### config.mk
export PLATFORM = sky130hd
export DESIGN_NAME = slc_engine
export DESIGN_NICKNAME = d
export VERILOG_FILES = /design/src/verilog/slc_pkg.sv /design/src/verilog/slc_engine.sv /design/src/verilog/slc_event_flags.sv /design/src/verilog/slc_retry_timer.sv
export SDC_FILE = /design/constraint.sdc
export NUM_CORES = 1
export LEC_CHECK = 0
export ABC_AREA = 0
export BUFFER_PORTS_ARGS = -buffer_cell sky130_fd_sc_hd__buf_2
export CAP_MARGIN = 10
export CORE_AREA = 2 2 292 294
export DETAILED_ROUTE_END_ITERATION = 16
export DIE_AREA = 0 0 294 296
export GPL_ROUTABILITY_DRIVEN = 1
export PLACE_DENSITY_LB_ADDON = 0.15
export SKIP_CTS_REPAIR_TIMING = 1
export SLEW_MARGIN = 40
export SYNTH_ARGS = -nofsm -noshare
export SYNTH_HDL_FRONTEND = slang
export SYNTH_SLANG_ARGS = --single-unit
### constraint.sdc
create_clock -name clk_sys -period 7.7 [get_ports clk_sys]
set_input_delay 0.77 -clock clk_sys [delete_from_list [all_inputs] [get_ports clk_sys]]
set_output_delay 0.77 -clock clk_sys [all_outputs]
set_load 0.005 [all_outputs]
### src/verilog/slc_pkg.sv
// Package with constants, encodings and carriers for the socketless command engine
package slc_pkg;
    // System clock and the retransmission time unit
    localparam int CLK_HZ = 25_000_000;
    localparam int RETRY_UNIT_US = 100;
    localparam int RETRY_UNIT_CYCLES = (CLK_HZ / 1_000_000) * RETRY_UNIT_US;
    localparam int PRESCALE_W = 12;

    // Register widths
    localparam int CMD_W = 8;
    localparam int FLAG_W = 8;
    localparam int INTERVAL_W = 16;
    localparam int RETRY_CNT_W = 8;
    localparam int ECHO_W = 16;
    localparam int HW_W = 48;
    localparam int V4_W = 32;
    localparam int V6_W = 128;

    // Bit positions shared by the command, flag, clear and mask registers
    localparam int BIT_ECHO6 = 0;
    localparam int BIT_ND = 1;
    localparam int BIT_ECHO4 = 2;
    localparam int BIT_RESOLVE = 3;
    localparam int BIT_TIMEOUT = 7;
    localparam logic [CMD_W-1:0] CMD_MASK = 8'h0F;

    // Reset values
    localparam logic [CMD_W-1:0] CMD_RESET = 8'h00;
    localparam logic [FLAG_W-1:0] FLAG_RESET = 8'h00;
    localparam logic [HW_W-1:0] HW_RESET = 48'h000000000000;

    // Packet kinds toward the transmitter
    typedef enum logic [1:0] {
        SLC_TX_ARP_REQ = 2'b00,
        SLC_TX_ECHO4_REQ = 2'b01,
        SLC_TX_NS = 2'b10,
        SLC_TX_ECHO6_REQ = 2'b11
    } slc_tx_kind_t;

    // Reply kinds from the receiver
    typedef enum logic [1:0] {
        SLC_RX_ARP_REPLY = 2'b00,
        SLC_RX_ECHO4_REPLY = 2'b01,
        SLC_RX_NA = 2'b10,
        SLC_RX_ECHO6_REPLY = 2'b11
    } slc_rx_kind_t;

    // Engine states
    typedef enum logic [2:0] {
        SLC_IDLE = 3'b000,
        SLC_SEND_RES = 3'b001,
        SLC_WAIT_RES = 3'b010,
        SLC_SEND_ECHO = 3'b011,
        SLC_WAIT_ECHO = 3'b100
    } slc_state_t;

    typedef struct packed {
        slc_tx_kind_t kind;
        logic [V4_W-1:0] dest_v4;
        logic [V6_W-1:0] dest_v6;
        logic [ECHO_W-1:0] seq;
        logic [ECHO_W-1:0] id;
    } slc_tx_req_t;

    typedef struct packed {
        slc_rx_kind_t kind;
        logic [V4_W-1:0] src_v4;
        logic [V6_W-1:0] src_v6;
        logic [HW_W-1:0] src_hw;
        logic [ECHO_W-1:0] seq;
        logic [ECHO_W-1:0] id;
    } slc_rx_resp_t;
endpackage

### src/verilog/slc_engine.sv
// Socketless command engine: command intake, request sequencing, retries and outcomes
`timescale 1ns/1ps
module slc_engine
    import slc_pkg::*;
#(
    parameter int RETRY_W = RETRY_CNT_W
)
(
    input wire logic clk_sys,
    input wire logic resetn,
    input wire logic command_wr,
    input wire logic [CMD_W-1:0] command_wdata,
    output logic [CMD_W-1:0] socketless_command,
    input wire logic event_clear_wr,
    input wire logic [FLAG_W-1:0] socketless_event_clear,
    input wire logic [FLAG_W-1:0] socketless_event_mask,
    output logic [FLAG_W-1:0] socketless_event_flags,
    output logic [FLAG_W-1:0] event_pending,
    input wire logic [V4_W-1:0] sl_dest_ipv4_address,
    input wire logic [V6_W-1:0] sl_dest_ipv6_address,
    input wire logic [INTERVAL_W-1:0] sl_retry_interval,
    input wire logic [RETRY_W-1:0] sl_retry_count,
    input wire logic [ECHO_W-1:0] echo_sequence_number,
    input wire logic [ECHO_W-1:0] echo_identifier,
    output logic [HW_W-1:0] sl_dest_hw_address,
    output logic tx_valid,
    input wire logic tx_ready,
    output slc_tx_req_t tx_req,
    input wire logic rx_valid,
    input wire slc_rx_resp_t rx_resp
);
    ////////////////////////////////////////////////////////////////////////
    // Declarations
    slc_state_t state;
    slc_state_t next_state;
    logic [CMD_W-1:0] active;
    logic [RETRY_W-1:0] retries;
    logic [HW_W-1:0] learned_hw;
    logic [FLAG_W-1:0] flag_set;
    logic [CMD_W-1:0] cmd_pick;
    logic cmd_take;
    logic is_v6;
    logic is_echo;
    logic waiting;
    logic sending;
    logic tx_fire;
    logic expire;
    logic rx_addr_ok;
    logic rx_res_match;
    logic rx_echo_match;
    logic res_done;
    logic echo_done;
    logic out_of_retries;
    logic retry_now;
    logic timeout_now;
    slc_tx_kind_t res_kind;
    slc_tx_kind_t echo_kind;
    slc_rx_kind_t res_reply;
    slc_rx_kind_t echo_reply;

    // Keep the lowest command bit only, so a multi-bit write still starts one command
    function automatic logic [CMD_W-1:0] lowest_cmd(input logic [CMD_W-1:0] bits);
        logic [CMD_W-1:0] masked;
        masked = bits & CMD_MASK;
        return masked & (~masked + 8'h01);
    endfunction

    ////////////////////////////////////////////////////////////////////////
    // Command decode
    assign cmd_pick = lowest_cmd(command_wdata);
    assign cmd_take = command_wr && (state == SLC_IDLE) && (cmd_pick != '0);
    assign is_v6 = active[BIT_ND] || active[BIT_ECHO6];
    assign is_echo = active[BIT_ECHO4] || active[BIT_ECHO6];
    assign res_kind = is_v6 ? SLC_TX_NS : SLC_TX_ARP_REQ;
    assign echo_kind = is_v6 ? SLC_TX_ECHO6_REQ : SLC_TX_ECHO4_REQ;
    assign res_reply = is_v6 ? SLC_RX_NA : SLC_RX_ARP_REPLY;
    assign echo_reply = is_v6 ? SLC_RX_ECHO6_REPLY : SLC_RX_ECHO4_REPLY;

    // State classes
    assign waiting = (state == SLC_WAIT_RES) || (state == SLC_WAIT_ECHO);
    assign sending = (state == SLC_SEND_RES) || (state == SLC_SEND_ECHO);

    // Requests leave on the engine's private port; no socket is touched
    assign tx_valid = sending;
    assign tx_fire = tx_valid && tx_ready;

    ////////////////////////////////////////////////////////////////////////
    // Reply qualification: source must be the destination being asked about
    assign rx_addr_ok = is_v6 ? (rx_resp.src_v6 == tx_req.dest_v6) : (rx_resp.src_v4 == tx_req.dest_v4);
    assign rx_res_match = rx_valid && (state == SLC_WAIT_RES) && rx_addr_ok && (rx_resp.kind == res_reply);
    // IPv4 echo reply must echo back our sequence number and identifier
    assign rx_echo_match = rx_valid && (state == SLC_WAIT_ECHO) && rx_addr_ok && (rx_resp.kind == echo_reply)
        && (is_v6 || ((rx_resp.seq == tx_req.seq) && (rx_resp.id == tx_req.id)));

    // Outcomes; a reply in the expiry cycle wins, keeping one outcome only
    assign res_done = rx_res_match && !is_echo;
    assign echo_done = rx_echo_match;
    assign out_of_retries = (retries >= sl_retry_count);
    assign retry_now = waiting && expire && !rx_res_match && !rx_echo_match && !out_of_retries;
    assign timeout_now = waiting && expire && !rx_res_match && !rx_echo_match && out_of_retries;

    // Flags raised this cycle
    assign flag_set = ((res_done || echo_done) ? active : '0)
        | (timeout_now ? FLAG_W'(1 << BIT_TIMEOUT) : '0);

    // Mask gates each flag separately toward the pending output
    assign event_pending = socketless_event_flags & socketless_event_mask;

    // The register reads zero whenever no command is in progress
    assign socketless_command = active;

    ////////////////////////////////////////////////////////////////////////
    // Next state
    always_comb
    begin
        next_state = state;
        case (state)
            SLC_IDLE:
            begin
                if (cmd_take)
                    next_state = SLC_SEND_RES;
            end
            SLC_SEND_RES:
            begin
                if (tx_fire)
                    next_state = SLC_WAIT_RES;
            end
            SLC_WAIT_RES:
            begin
                if (rx_res_match)
                    next_state = is_echo ? SLC_SEND_ECHO : SLC_IDLE;
                else if (retry_now)
                    next_state = SLC_SEND_RES;
                else if (timeout_now)
                    next_state = SLC_IDLE;
            end
            SLC_SEND_ECHO:
            begin
                if (tx_fire)
                    next_state = SLC_WAIT_ECHO;
            end
            SLC_WAIT_ECHO:
            begin
                if (rx_echo_match || timeout_now)
                    next_state = SLC_IDLE;
                else if (retry_now)
                    next_state = SLC_SEND_ECHO;
            end
            default:
                next_state = SLC_IDLE;
        endcase
    end

    ////////////////////////////////////////////////////////////////////////
    // State and active command
    always_ff @(posedge clk_sys)
    begin
        if (!resetn)
            state <= SLC_IDLE;
        else
            state <= next_state;
    end

    // Command stays visible until its outcome, then drops to zero
    always_ff @(posedge clk_sys)
    begin
        if (!resetn)
            active <= CMD_RESET;
        else if (cmd_take)
            active <= cmd_pick;
        else if (flag_set != '0)
            active <= CMD_RESET;
    end

    ////////////////////////////////////////////////////////////////////////
    // Request snapshot: taken at command start so host writes mid-command cannot tear a retry
    always_ff @(posedge clk_sys)
    begin
        if (!resetn)
            tx_req <= '0;
        else if (cmd_take)
        begin
            tx_req.kind <= (cmd_pick[BIT_ND] || cmd_pick[BIT_ECHO6]) ? SLC_TX_NS : SLC_TX_ARP_REQ;
            tx_req.dest_v4 <= sl_dest_ipv4_address;
            tx_req.dest_v6 <= sl_dest_ipv6_address;
            tx_req.seq <= echo_sequence_number;
            tx_req.id <= echo_identifier;
        end
        else if (rx_res_match && is_echo)
            tx_req.kind <= echo_kind;
        else if (state == SLC_IDLE)
            tx_req.kind <= res_kind;
    end

    // Retransmission count, shared by both phases of an echo command
    always_ff @(posedge clk_sys)
    begin
        if (!resetn || cmd_take)
            retries <= '0;
        else if (retry_now)
            retries <= retries + RETRY_W'(1);
    end

    ////////////////////////////////////////////////////////////////////////
    // Hardware address: learned on the resolution reply, published with the flag
    always_ff @(posedge clk_sys)
    begin
        if (!resetn)
            learned_hw <= HW_RESET;
        else if (rx_res_match)
            learned_hw <= rx_resp.src_hw;
    end

    always_ff @(posedge clk_sys)
    begin
        if (!resetn)
            sl_dest_hw_address <= HW_RESET;
        else if (res_done)
            sl_dest_hw_address <= rx_resp.src_hw;
        else if (echo_done)
            sl_dest_hw_address <= learned_hw;
    end

    ////////////////////////////////////////////////////////////////////////
    // Helpers
    slc_retry_timer u_timer (
        .clk_sys(clk_sys),
        .resetn(resetn),
        .restart(tx_fire),
        .run(waiting),
        .interval(sl_retry_interval),
        .expire(expire)
    );

    slc_event_flags #(.W(FLAG_W)) u_flags (
        .clk_sys(clk_sys),
        .resetn(resetn),
        .set(flag_set),
        .clear_wr(event_clear_wr),
        .clear(socketless_event_clear),
        .flags(socketless_event_flags)
    );

    ////////////////////////////////////////////////////////////////////////
    // Checks
    a_busy_refuse: assert property (@(posedge clk_sys) disable iff (!resetn)
        (state != SLC_IDLE && command_wr) |=> (active == $past(active)) || ($past(flag_set) != '0))
        else $error("command accepted while another was running");

    a_cmd_clears: assert property (@(posedge clk_sys) disable iff (!resetn)
        (flag_set != '0) |=> (socketless_command == CMD_RESET) && (state == SLC_IDLE))
        else $error("command register not cleared after outcome");

    a_one_outcome: assert property (@(posedge clk_sys) disable iff (!resetn)
        (flag_set != '0) |-> $onehot(flag_set) && (state == SLC_WAIT_RES || state == SLC_WAIT_ECHO))
        else $error("more than one outcome flag for a command");

    a_timeout_cause: assert property (@(posedge clk_sys) disable iff (!resetn)
        flag_set[BIT_TIMEOUT] |-> expire && (retries >= sl_retry_count) && !rx_res_match && !rx_echo_match)
        else $error("timeout flag without expiry of the last retry");

    a_resend_req: assert property (@(posedge clk_sys) disable iff (!resetn)
        retry_now |=> tx_valid && (tx_req.kind == $past(tx_req.kind)) && (retries == $past(retries) + 8'h01))
        else $error("request not resent after retry interval");

    a_res_hw_store: assert property (@(posedge clk_sys) disable iff (!resetn)
        res_done |=> (sl_dest_hw_address == $past(rx_resp.src_hw))
            && (socketless_event_flags[BIT_RESOLVE] || socketless_event_flags[BIT_ND]))
        else $error("resolved hardware address not stored");

    a_echo_order: assert property (@(posedge clk_sys) disable iff (!resetn)
        (tx_valid && tx_req.kind == SLC_TX_ECHO4_REQ) |-> active[BIT_ECHO4] && (state == SLC_SEND_ECHO))
        else $error("echo request sent before address resolution");

    a_echo_fields: assert property (@(posedge clk_sys) disable iff (!resetn)
        cmd_take |=> (tx_req.seq == $past(echo_sequence_number)) && (tx_req.id == $past(echo_identifier)))
        else $error("echo request fields differ from host settings");

    a_echo_hw: assert property (@(posedge clk_sys) disable iff (!resetn)
        echo_done |=> (sl_dest_hw_address == $past(learned_hw)) && (state == SLC_IDLE))
        else $error("learned address not published with echo flag");

    a_late_ignored: assert property (@(posedge clk_sys) disable iff (!resetn)
        (state == SLC_IDLE) |-> (flag_set == '0) && !tx_valid)
        else $error("idle engine reacted to a late reply");

    a_mask_gate: assert property (@(posedge clk_sys) disable iff (!resetn)
        ##1 ((event_pending & ~socketless_event_mask) == '0))
        else $error("masked flag reached the pending output");

    a_req_stable: assert property (@(posedge clk_sys) disable iff (!resetn)
        (tx_valid && !tx_ready) |=> tx_valid && $stable(tx_req))
        else $error("request changed before the transmitter took it");

    a_echo6_order: assert property (@(posedge clk_sys) disable iff (!resetn)
        (tx_valid && tx_req.kind == SLC_TX_ECHO6_REQ) |-> active[BIT_ECHO6] && (state == SLC_SEND_ECHO))
        else $error("IPv6 echo request sent before neighbour discovery");

    a_dest_snapshot: assert property (@(posedge clk_sys) disable iff (!resetn)
        cmd_take |=> (tx_req.dest_v4 == $past(sl_dest_ipv4_address))
            && (tx_req.dest_v6 == $past(sl_dest_ipv6_address)))
        else $error("request destination differs from host setting");

    a_hw_hold: assert property (@(posedge clk_sys) disable iff (!resetn)
        !(res_done || echo_done) |=> $stable(sl_dest_hw_address))
        else $error("hardware address changed without a reply");
endmodule

### src/verilog/slc_event_flags.sv
// Sticky socketless event flags with write-one-to-clear
`timescale 1ns/1ps
module slc_event_flags
    import slc_pkg::*;
#(
    parameter int W = FLAG_W
)
(
    input wire logic clk_sys,
    input wire logic resetn,
    input wire logic [W-1:0] set,
    input wire logic clear_wr,
    input wire logic [W-1:0] clear,
    output logic [W-1:0] flags
);
    logic [W-1:0] clear_mask;

    // Clear only takes effect on a write strobe
    assign clear_mask = clear_wr ? clear : '0;

    ////////////////////////////////////////////////////////////////////////
    // Set wins over a clear in the same cycle so no event is lost
    always_ff @(posedge clk_sys)
    begin
        if (!resetn)
            flags <= W'(FLAG_RESET);
        else
            flags <= (flags & ~clear_mask) | set;
    end

    a_flag_sticky: assert property (@(posedge clk_sys) disable iff (!resetn)
        1'b1 |=> ((($past(flags) & ~$past(clear_mask)) & ~flags) == '0))
        else $error("event flag dropped without a clear");
    a_flag_set_wins: assert property (@(posedge clk_sys) disable iff (!resetn)
        (set != '0) |=> ((flags & $past(set)) == $past(set)))
        else $error("event flag set was lost");
endmodule

### src/verilog/slc_retry_timer.sv
// Retransmission timer counting in 100 microsecond units
`timescale 1ns/1ps
module slc_retry_timer
    import slc_pkg::*;
(
    input wire logic clk_sys,
    input wire logic resetn,
    input wire logic restart,
    input wire logic run,
    input wire logic [INTERVAL_W-1:0] interval,
    output logic expire
);
    logic [PRESCALE_W-1:0] prescale;
    logic [INTERVAL_W-1:0] units;
    logic tick;
    logic last_unit;

    // A zero interval behaves as one unit so the engine never spins
    assign tick = run && (prescale == PRESCALE_W'(RETRY_UNIT_CYCLES - 1));
    assign last_unit = (units + 16'h0001 >= interval);
    assign expire = tick && last_unit;

    ////////////////////////////////////////////////////////////////////////
    // Prescaler and unit counter, both cleared by each send
    always_ff @(posedge clk_sys)
    begin
        if (!resetn || restart || !run)
        begin
            prescale <= '0;
            units <= '0;
        end
        else if (tick)
        begin
            prescale <= '0;
            units <= units + 16'h0001;
        end
        else
        begin
            prescale <= prescale + 12'h001;
        end
    end

    a_unit_period: assert property (@(posedge clk_sys) disable iff (!resetn)
        restart |=> (!expire) [*8])
        else $error("retry timer expired too early after restart");
endmodule
# After elaboration in Yosys (flattened, before gate mapping)
# Index checks and enable logic that the tools add are counted.
word_totals:
  reg_bits: 345
  input_bits: 488
  output_inout_bits: 267
  elab_cells: 111
classes:
  add_sub_neg: 4
  n_lt_le_gt_ge: 2
  n_eq_ne: 16
  mux: 24
  n_bitwise: 7
  reduce_logical: 45
ops:
  columns: ["cell", "count"]
  rows:
  - ["== test 128 bit", 1]
  - ["2-to-1 mux 48 bit", 2]
  - ["2-to-1 mux 8 bit", 5]
  - ["== test 16 bit", 2]
  - ["== test 32 bit", 1]
  - ["2-to-1 mux 3 bit", 8]
  - ["logical AND 1 bit", 20]
  - ["adder 16 x 1 -> 16 bit, second input constant", 1]
  - ["adder 8 x 1 -> 8 bit, second input constant", 2]
  - ["AND 8 bit", 2]
  - ["greater-or-equal comparator 16 bit", 1]
  - ["OR 8 bit", 2]
  - ["nonzero test 8 bit", 2]
  - ["case mux 3 bit (5 select lines)", 1]
  - ["2-to-1 mux 2 bit", 7]
  - ["adder 12 x 1 -> 12 bit, second input constant", 1]
  - ["== test 12 bit, second input constant", 1]
  - ["logical OR 1 bit", 11]
  - ["AND 4 x 8 -> 8 bit", 1]
  - ["greater-or-equal comparator 8 bit", 1]
  - ["NOT 4 -> 8 bit", 1]
  - ["NOT 8 bit", 1]
  - ["== test 3 x 2 -> 1 bit, second input constant", 2]
  - ["logical NOT 1 bit", 6]
  - ["other kinds (13)", 16]

# Longest topological paths before layout
logic_depth:
  word_depth: 13
  depth_mapped: 19
  mapped_depth_nobuf: 18

# By module
# Synthesis repeated with hierarchy kept, for this count alone.
unflattened:
  hier_cells: 2017
  area_unflattened_um2: 16512.1
modules_own_cells:
  columns: ["mod", "n_inst", "cells_each", "area_each_um2", "seq_area_each_um2"]
  rows:
  - ["slc_engine", 1, 1768, 14363.8, 6105.9]
  - ["slc_retry_timer", 1, 216, 1863.0, 560.5]
  - ["slc_event_flags", 1, 33, 285.3, 160.2]

# Worst setup path before layout
# OpenSTA, ideal clock, no wires.
synth_path:
  kind: "register to register"
  from: "reg u_timer.units[0]"
  to: "reg retries[6]"
  setup_ps: 73
  arrival_ps: 3430
  t_required_ps: 7627
  setup_slack_ps: 4197
  stages_incl_launch_ff: 20
  path_buffers: 2
  synth_period_minus_slack_ps: 3503
  path_cell_list: "dfxtp_1 ha_1 nand3_1 nor2_1 and3_1 and3_1 clkbuf_1 nand2_1 nor2_1 xor2_1 ha_1 nand2_1 nor2_1 o211ai_1 o21ai_0 nand2_1 nand4bb_1 buf_4 or4_1 a21oi_1"
synth_between:
  elab_chain_len: 7
synth_rtl:
  columns: ["element", "line", "rtl"]
  rows:
  - ["start, declared", "slc_retry_timer.sv:14", "logic [INTERVAL_W-1:0] units;"]
  - ["start signal, assigned", "slc_retry_timer.sv:35", "units <= units + 16'h0001;"]
  - ["adder 16 x 1 -> 16 bit", "slc_retry_timer.sv:20", "assign last_unit = (units + 16'h0001 >= interval);"]
  - ["greater-or-equal comparator 16 bit", "slc_retry_timer.sv:20", null]
  - ["logical AND 1 bit", "slc_retry_timer.sv:21", "assign expire = tick && last_unit;"]
  - ["logical AND 1 bit (4 in a row)", "slc_engine.sv:99", "assign retry_now = waiting && expire && !rx_res_match && !rx_echo_match && !out_of_retries;"]
  - ["end signal, assigned", "slc_engine.sv:201", "retries <= retries + RETRY_W'(1);"]
  - ["end, declared", "slc_engine.sv:37", "logic [RETRY_W-1:0] retries;"]
# Every way passes these cells.
# A chain may end at the register's enable or synchronous reset.

# Worst setup path in the final report
layout_path:
  from: "reg tx_req[134] (netlist bit)"
  to: "reg sl_dest_hw_address[3]"
layout_between:
  elab_chain_len: 6
  word_cells_on_any_way: 10
  classes_between: "eq/ne (1); mux (2); reduce/logical (7)"
layout_rtl:
  columns: ["element", "line", "rtl"]
  rows:
  - ["start, declared", "slc_engine.sv:28", "output slc_tx_req_t tx_req,"]
  - ["== test 128 bit *", "slc_engine.sv:89", "assign rx_addr_ok = is_v6 ? (rx_resp.src_v6 == tx_req.dest_v6) : (rx_resp.src_v4 == tx_req.dest_v4);"]
  - ["2-to-1 mux 1 bit *", "slc_engine.sv:89", null]
  - ["logical AND 1 bit (on tied branches) (2 in a row)", "slc_engine.sv:90, slc_engine.sv:92", null]
  - ["logical AND 1 bit (on tied branches)", "slc_engine.sv:96, slc_engine.sv:93", null]
  - ["2-to-1 mux 48 bit / nonzero test 2 bit (equally long branches)", null, null]
  - ["end signal, assigned", "slc_engine.sv:219", "sl_dest_hw_address <= rx_resp.src_hw;"]
  - ["end signal, assigned", "slc_engine.sv:221", "sl_dest_hw_address <= learned_hw;"]
  - ["end, declared", "slc_engine.sv:25", "output logic [HW_W-1:0] sl_dest_hw_address,"]
# Mark *: on every way between the ends. The rest lies on a longest branch, timed or not.

==> flow_summary.toml <==
[setup_path]
worst-setup-path-type = "flip-flop to flip-flop"
r2r_setup_slack_ps = 3270
setup.worst_path.start = "tx_req[134]"
timing.critical_path.to_type = "flip-flop"
worstReg2RegStart = "tx_req[134]"
maximum_fanout_encountered_on_the_critical_timing_path = 41
required_ps = 8130
start_kind = "flip-flop"
worst_ep_arrival_time_ps = 4860

[grt]
grt_util_met1_pct = 21.16
initial_antenna_violation_count = 34
grt_met3_usage_pct = 4.714
maximum_number_of_pins_on_one_net_before_global_route_repair = 134
grt_overflow = 0
gr_met2_demand_resource_pct = 31.56
first_global_vias = 16440
global_route.usage.total_pct = 18.11
grt_pass1_wl_um = 114600
global_route.peak_usage_layer = "met2"

[sta]
clock_skew_ps = 20.85
finalHoldViolations = 0
slew_headroom_pct = 36.13
drv_slew = 0
rsz0062_at_grt = "no"
worst_slew_pin_slew_ps = 949.4
max_clock_freq_ghz = 0.2255
final_critical_path_required_period_ps = 4434
final-setup-viol-count = 0
fin_setup_tns_ps = 0
final_min_period_over_clock_period_pct = 57.58

[floorplanning]
die_h_um = 296
core_sq_mm = 0.08421
total_i_o_pin_count = 755
die-area_sq_mm = 0.08702
initial_core_util_pct = 19.61
rows = 107
die_w_um = 294

[power_and_ir_drop]
intPower_mw = 3.823
seq_power_share_pct = 37.9
power.net_switching_mw = 1.877
power_frac_clock_pct = 40.1
power.density_cell_area_mw_per_mm2 = 247.0
netSwitchingFraction_pct = 32.93
worst_ir_drop_vdd_mv = 0.1449
static_leak_nw = 10.40
power.combinational.fraction_pct = 22.0

[clocking]
clock_tree_root_buffer_cell = "sky130_fd_sc_hd__clkbuf_16"
clock_path_buffers = 3
cts_made_buffers = 46
clock_latency_on_the_worst_skew_pair_ps = 590
cts_tree = "done"
h_tree_depth = 2
clk_transition_reported_paths_ps = 60
cts_sinks = 341

[synthesis]
synth.largest_area_cell = "sky130_fd_sc_hd__dfxtp_1"
synth_top_area_share_pct = 41.33
synthesis.area_per_instance_sq_um = 8.518
asyncSetResetFlopFracSynth_pct = 0
synth_seq_area_share_pct = 41.33
ys_ff_latch = 341
postSynth.topFlopCell = "sky130_fd_sc_hd__dfxtp_1"
ys_top_cells_by_area = "sky130_fd_sc_hd__dfxtp_1 (41%), sky130_fd_sc_hd__nand2_1 (9.8%), sky130_fd_sc_hd__a21boi_0 (9.1%), sky130_fd_sc_hd__xor2_1 (6.2%), sky130_fd_sc_hd__mux2i_1 (5.6%)"
yosysWarnings = 0
number_of_standard_cells_after_synthesis = 1939
synth_enable_flop_cells = 0
mappedNetlistArea_sq_mm = 0.01652
synth.lib_cells_used.distinct = 61

[detailed_routing]
route.antenna.remaining_nets = 0
detail_route.first_pass.iterations = 5
remaining_design_rule_violation_count = 0
dr_total_vias = 16410
drt_total_wl_um = 82560
detail_route.wl_per_cell_um = 21.86
post_drt_via_cell_ratio = 4.344
drt_iter0_drc = 582

[finish]
nFillCells = 9186
multiInputGateArea_sq_mm = 0.009126
design.final.nets = 3152
fin_cells = 3777
areaGrowthSynthToFinish_pct = 39.69
sequential_cell_area_sq_mm = 0.006827
final_layout_size_suffix_gt1_share_pct = 31.99

[placement]
gp_congestion = 0.8854
detailedPlacementHpwl_um = 65710
place.detailed.instances = 3678
place.port_buffers = 746

[worst_hold_path]
min_delay_src = "socketless_event_clear[6]"
hold_path.class = "input port to flip-flop"

[run_status]
run_status = "complete, no violations"

[run]
max_cap_violations = 0
per-layer routing:
layer,vias to the layer above,routed length (um)
met5,-,154
met4,26,3351
met3,156,5669
met2,570,40450
met1,7691,32930
li1,7965,-
registers in the layout (all words and copies together) (netlist names):
signal	count
sl_dest_hw_address	48
u_timer.units	16
state	3
u_timer.prescale	12
learned_hw	48
u_flags.flags	8
tx_req	194
socketless_command	4
retries	8
metrics by stage:
| step | util [%] | area, sq um | hold slack, ps | power (mW) | setup slack [ps] |
|---|---|---|---|---|---|
| final | 27.40 | 23070 | 355.5 | 5.699 | 3266 |
| after global placement | 25.28 | 21290 | 428.6 | 3.440 | 2572 |
| after CTS | 27.32 | 23010 | 304.0 | 5.807 | 3231 |
| after global routing | 27.38 | 23050 | 330.2 | 5.990 | 2926 |
| after detailed placement | 25.40 | 21390 | 437.0 | 3.474 | 2695 |
| after floorplan | - | 16530 | 429.7 | 2.716 | 4197 |
area by class of cell:
cell class | instances | area share [%]
well taps | 1090 | 5.911
flip-flops and latches | 341 | 29.59
diodes | 14 | 0.1518
clock inverters | 18 | 0.9924
multi-input cells | 1443 | 39.55
inverters | 45 | 0.7321
clock buffers | 66 | 6.014
repair buffers | 760 | 17.06
power groups by stage:
| stage | clock [mW] | combinational, mW | sequential (mW) |
|---|---|---|---|
| floorplan | 0 | 0.586 | 2.13 |
| global placement | 0 | 1.25 | 2.19 |
| detailed placement | 0 | 1.28 | 2.20 |
| CTS | 2.36 | 1.28 | 2.16 |
| global route | 2.42 | 1.39 | 2.18 |
| finish | 2.28 | 1.26 | 2.16 |
path summary, 6_finish.rpt:
path / end / cells past startpoint
setup / recovery: sl_dest_hw_address[3] / 9
hold / removal: u_flags.flags[6] / 2
setup reg to reg: sl_dest_hw_address[3] / 9
hold reg to reg: u_flags.flags[6] / 2
worst max-delay path, cell delays in order (launching register included):
cell,delay (ps)
sky130_fd_sc_hd__dfxtp_1,330
sky130_fd_sc_hd__xnor2_1,490
sky130_fd_sc_hd__nand4_1,350
sky130_fd_sc_hd__nor4_1,670
sky130_fd_sc_hd__nand4_1,270
sky130_fd_sc_hd__nor4_4,570
sky130_fd_sc_hd__o221a_4,510
sky130_fd_sc_hd__buf_4,680
sky130_fd_sc_hd__mux2i_1,270
sky130_fd_sc_hd__a21oi_1,90
synthesized netlist by cell type (12+ instances only):
cell type                  instances
sky130_fd_sc_hd__xnor2_1          83
sky130_fd_sc_hd__nor2_1           60
sky130_fd_sc_hd__a21oi_1          63
sky130_fd_sc_hd__a21boi_0        201
sky130_fd_sc_hd__nand3_1          22
sky130_fd_sc_hd__nor4_1           27
sky130_fd_sc_hd__clkbuf_1         98
sky130_fd_sc_hd__xor2_1          117
sky130_fd_sc_hd__dfxtp_1         341
sky130_fd_sc_hd__nand4_1          33
sky130_fd_sc_hd__nand2b_1         17
sky130_fd_sc_hd__o21ai_0          52
sky130_fd_sc_hd__mux2i_1          92
sky130_fd_sc_hd__nand2_1         433
sky130_fd_sc_hd__inv_1            45
sky130_fd_sc_hd__nor3_1           12
sky130_fd_sc_hd__nor2b_1          83
sky130_fd_sc_hd__ha_1             27
logic make-up after synthesis:
group	share of synthesized area, %
XOR/XNOR	10.61
multiplexers	5.575
buffers and inverters	4.022
AO/OA/AOI/OAI	15.79
flip-flops	41.33
AND/OR/NAND/NOR	20.60
other	0.02270
adder cells (fa/ha/maj)	2.045
layout by cell type (no fill, tap or decap), types with 52 or more instances in the layout:
master,synthesis,layout
sky130_fd_sc_hd__nor2_1,60,60
sky130_fd_sc_hd__o21ai_0,52,52
sky130_fd_sc_hd__nand2_1,433,433
sky130_fd_sc_hd__a21oi_1,63,63
sky130_fd_sc_hd__a21boi_0,201,201
sky130_fd_sc_hd__xnor2_1,83,81
sky130_fd_sc_hd__dfxtp_1,341,341
sky130_fd_sc_hd__nor2b_1,83,83
sky130_fd_sc_hd__xor2_1,117,117
sky130_fd_sc_hd__mux2i_1,92,92
sky130_fd_sc_hd__buf_2,3,745
No activity file was read; power rests on OpenSTA's default activity.
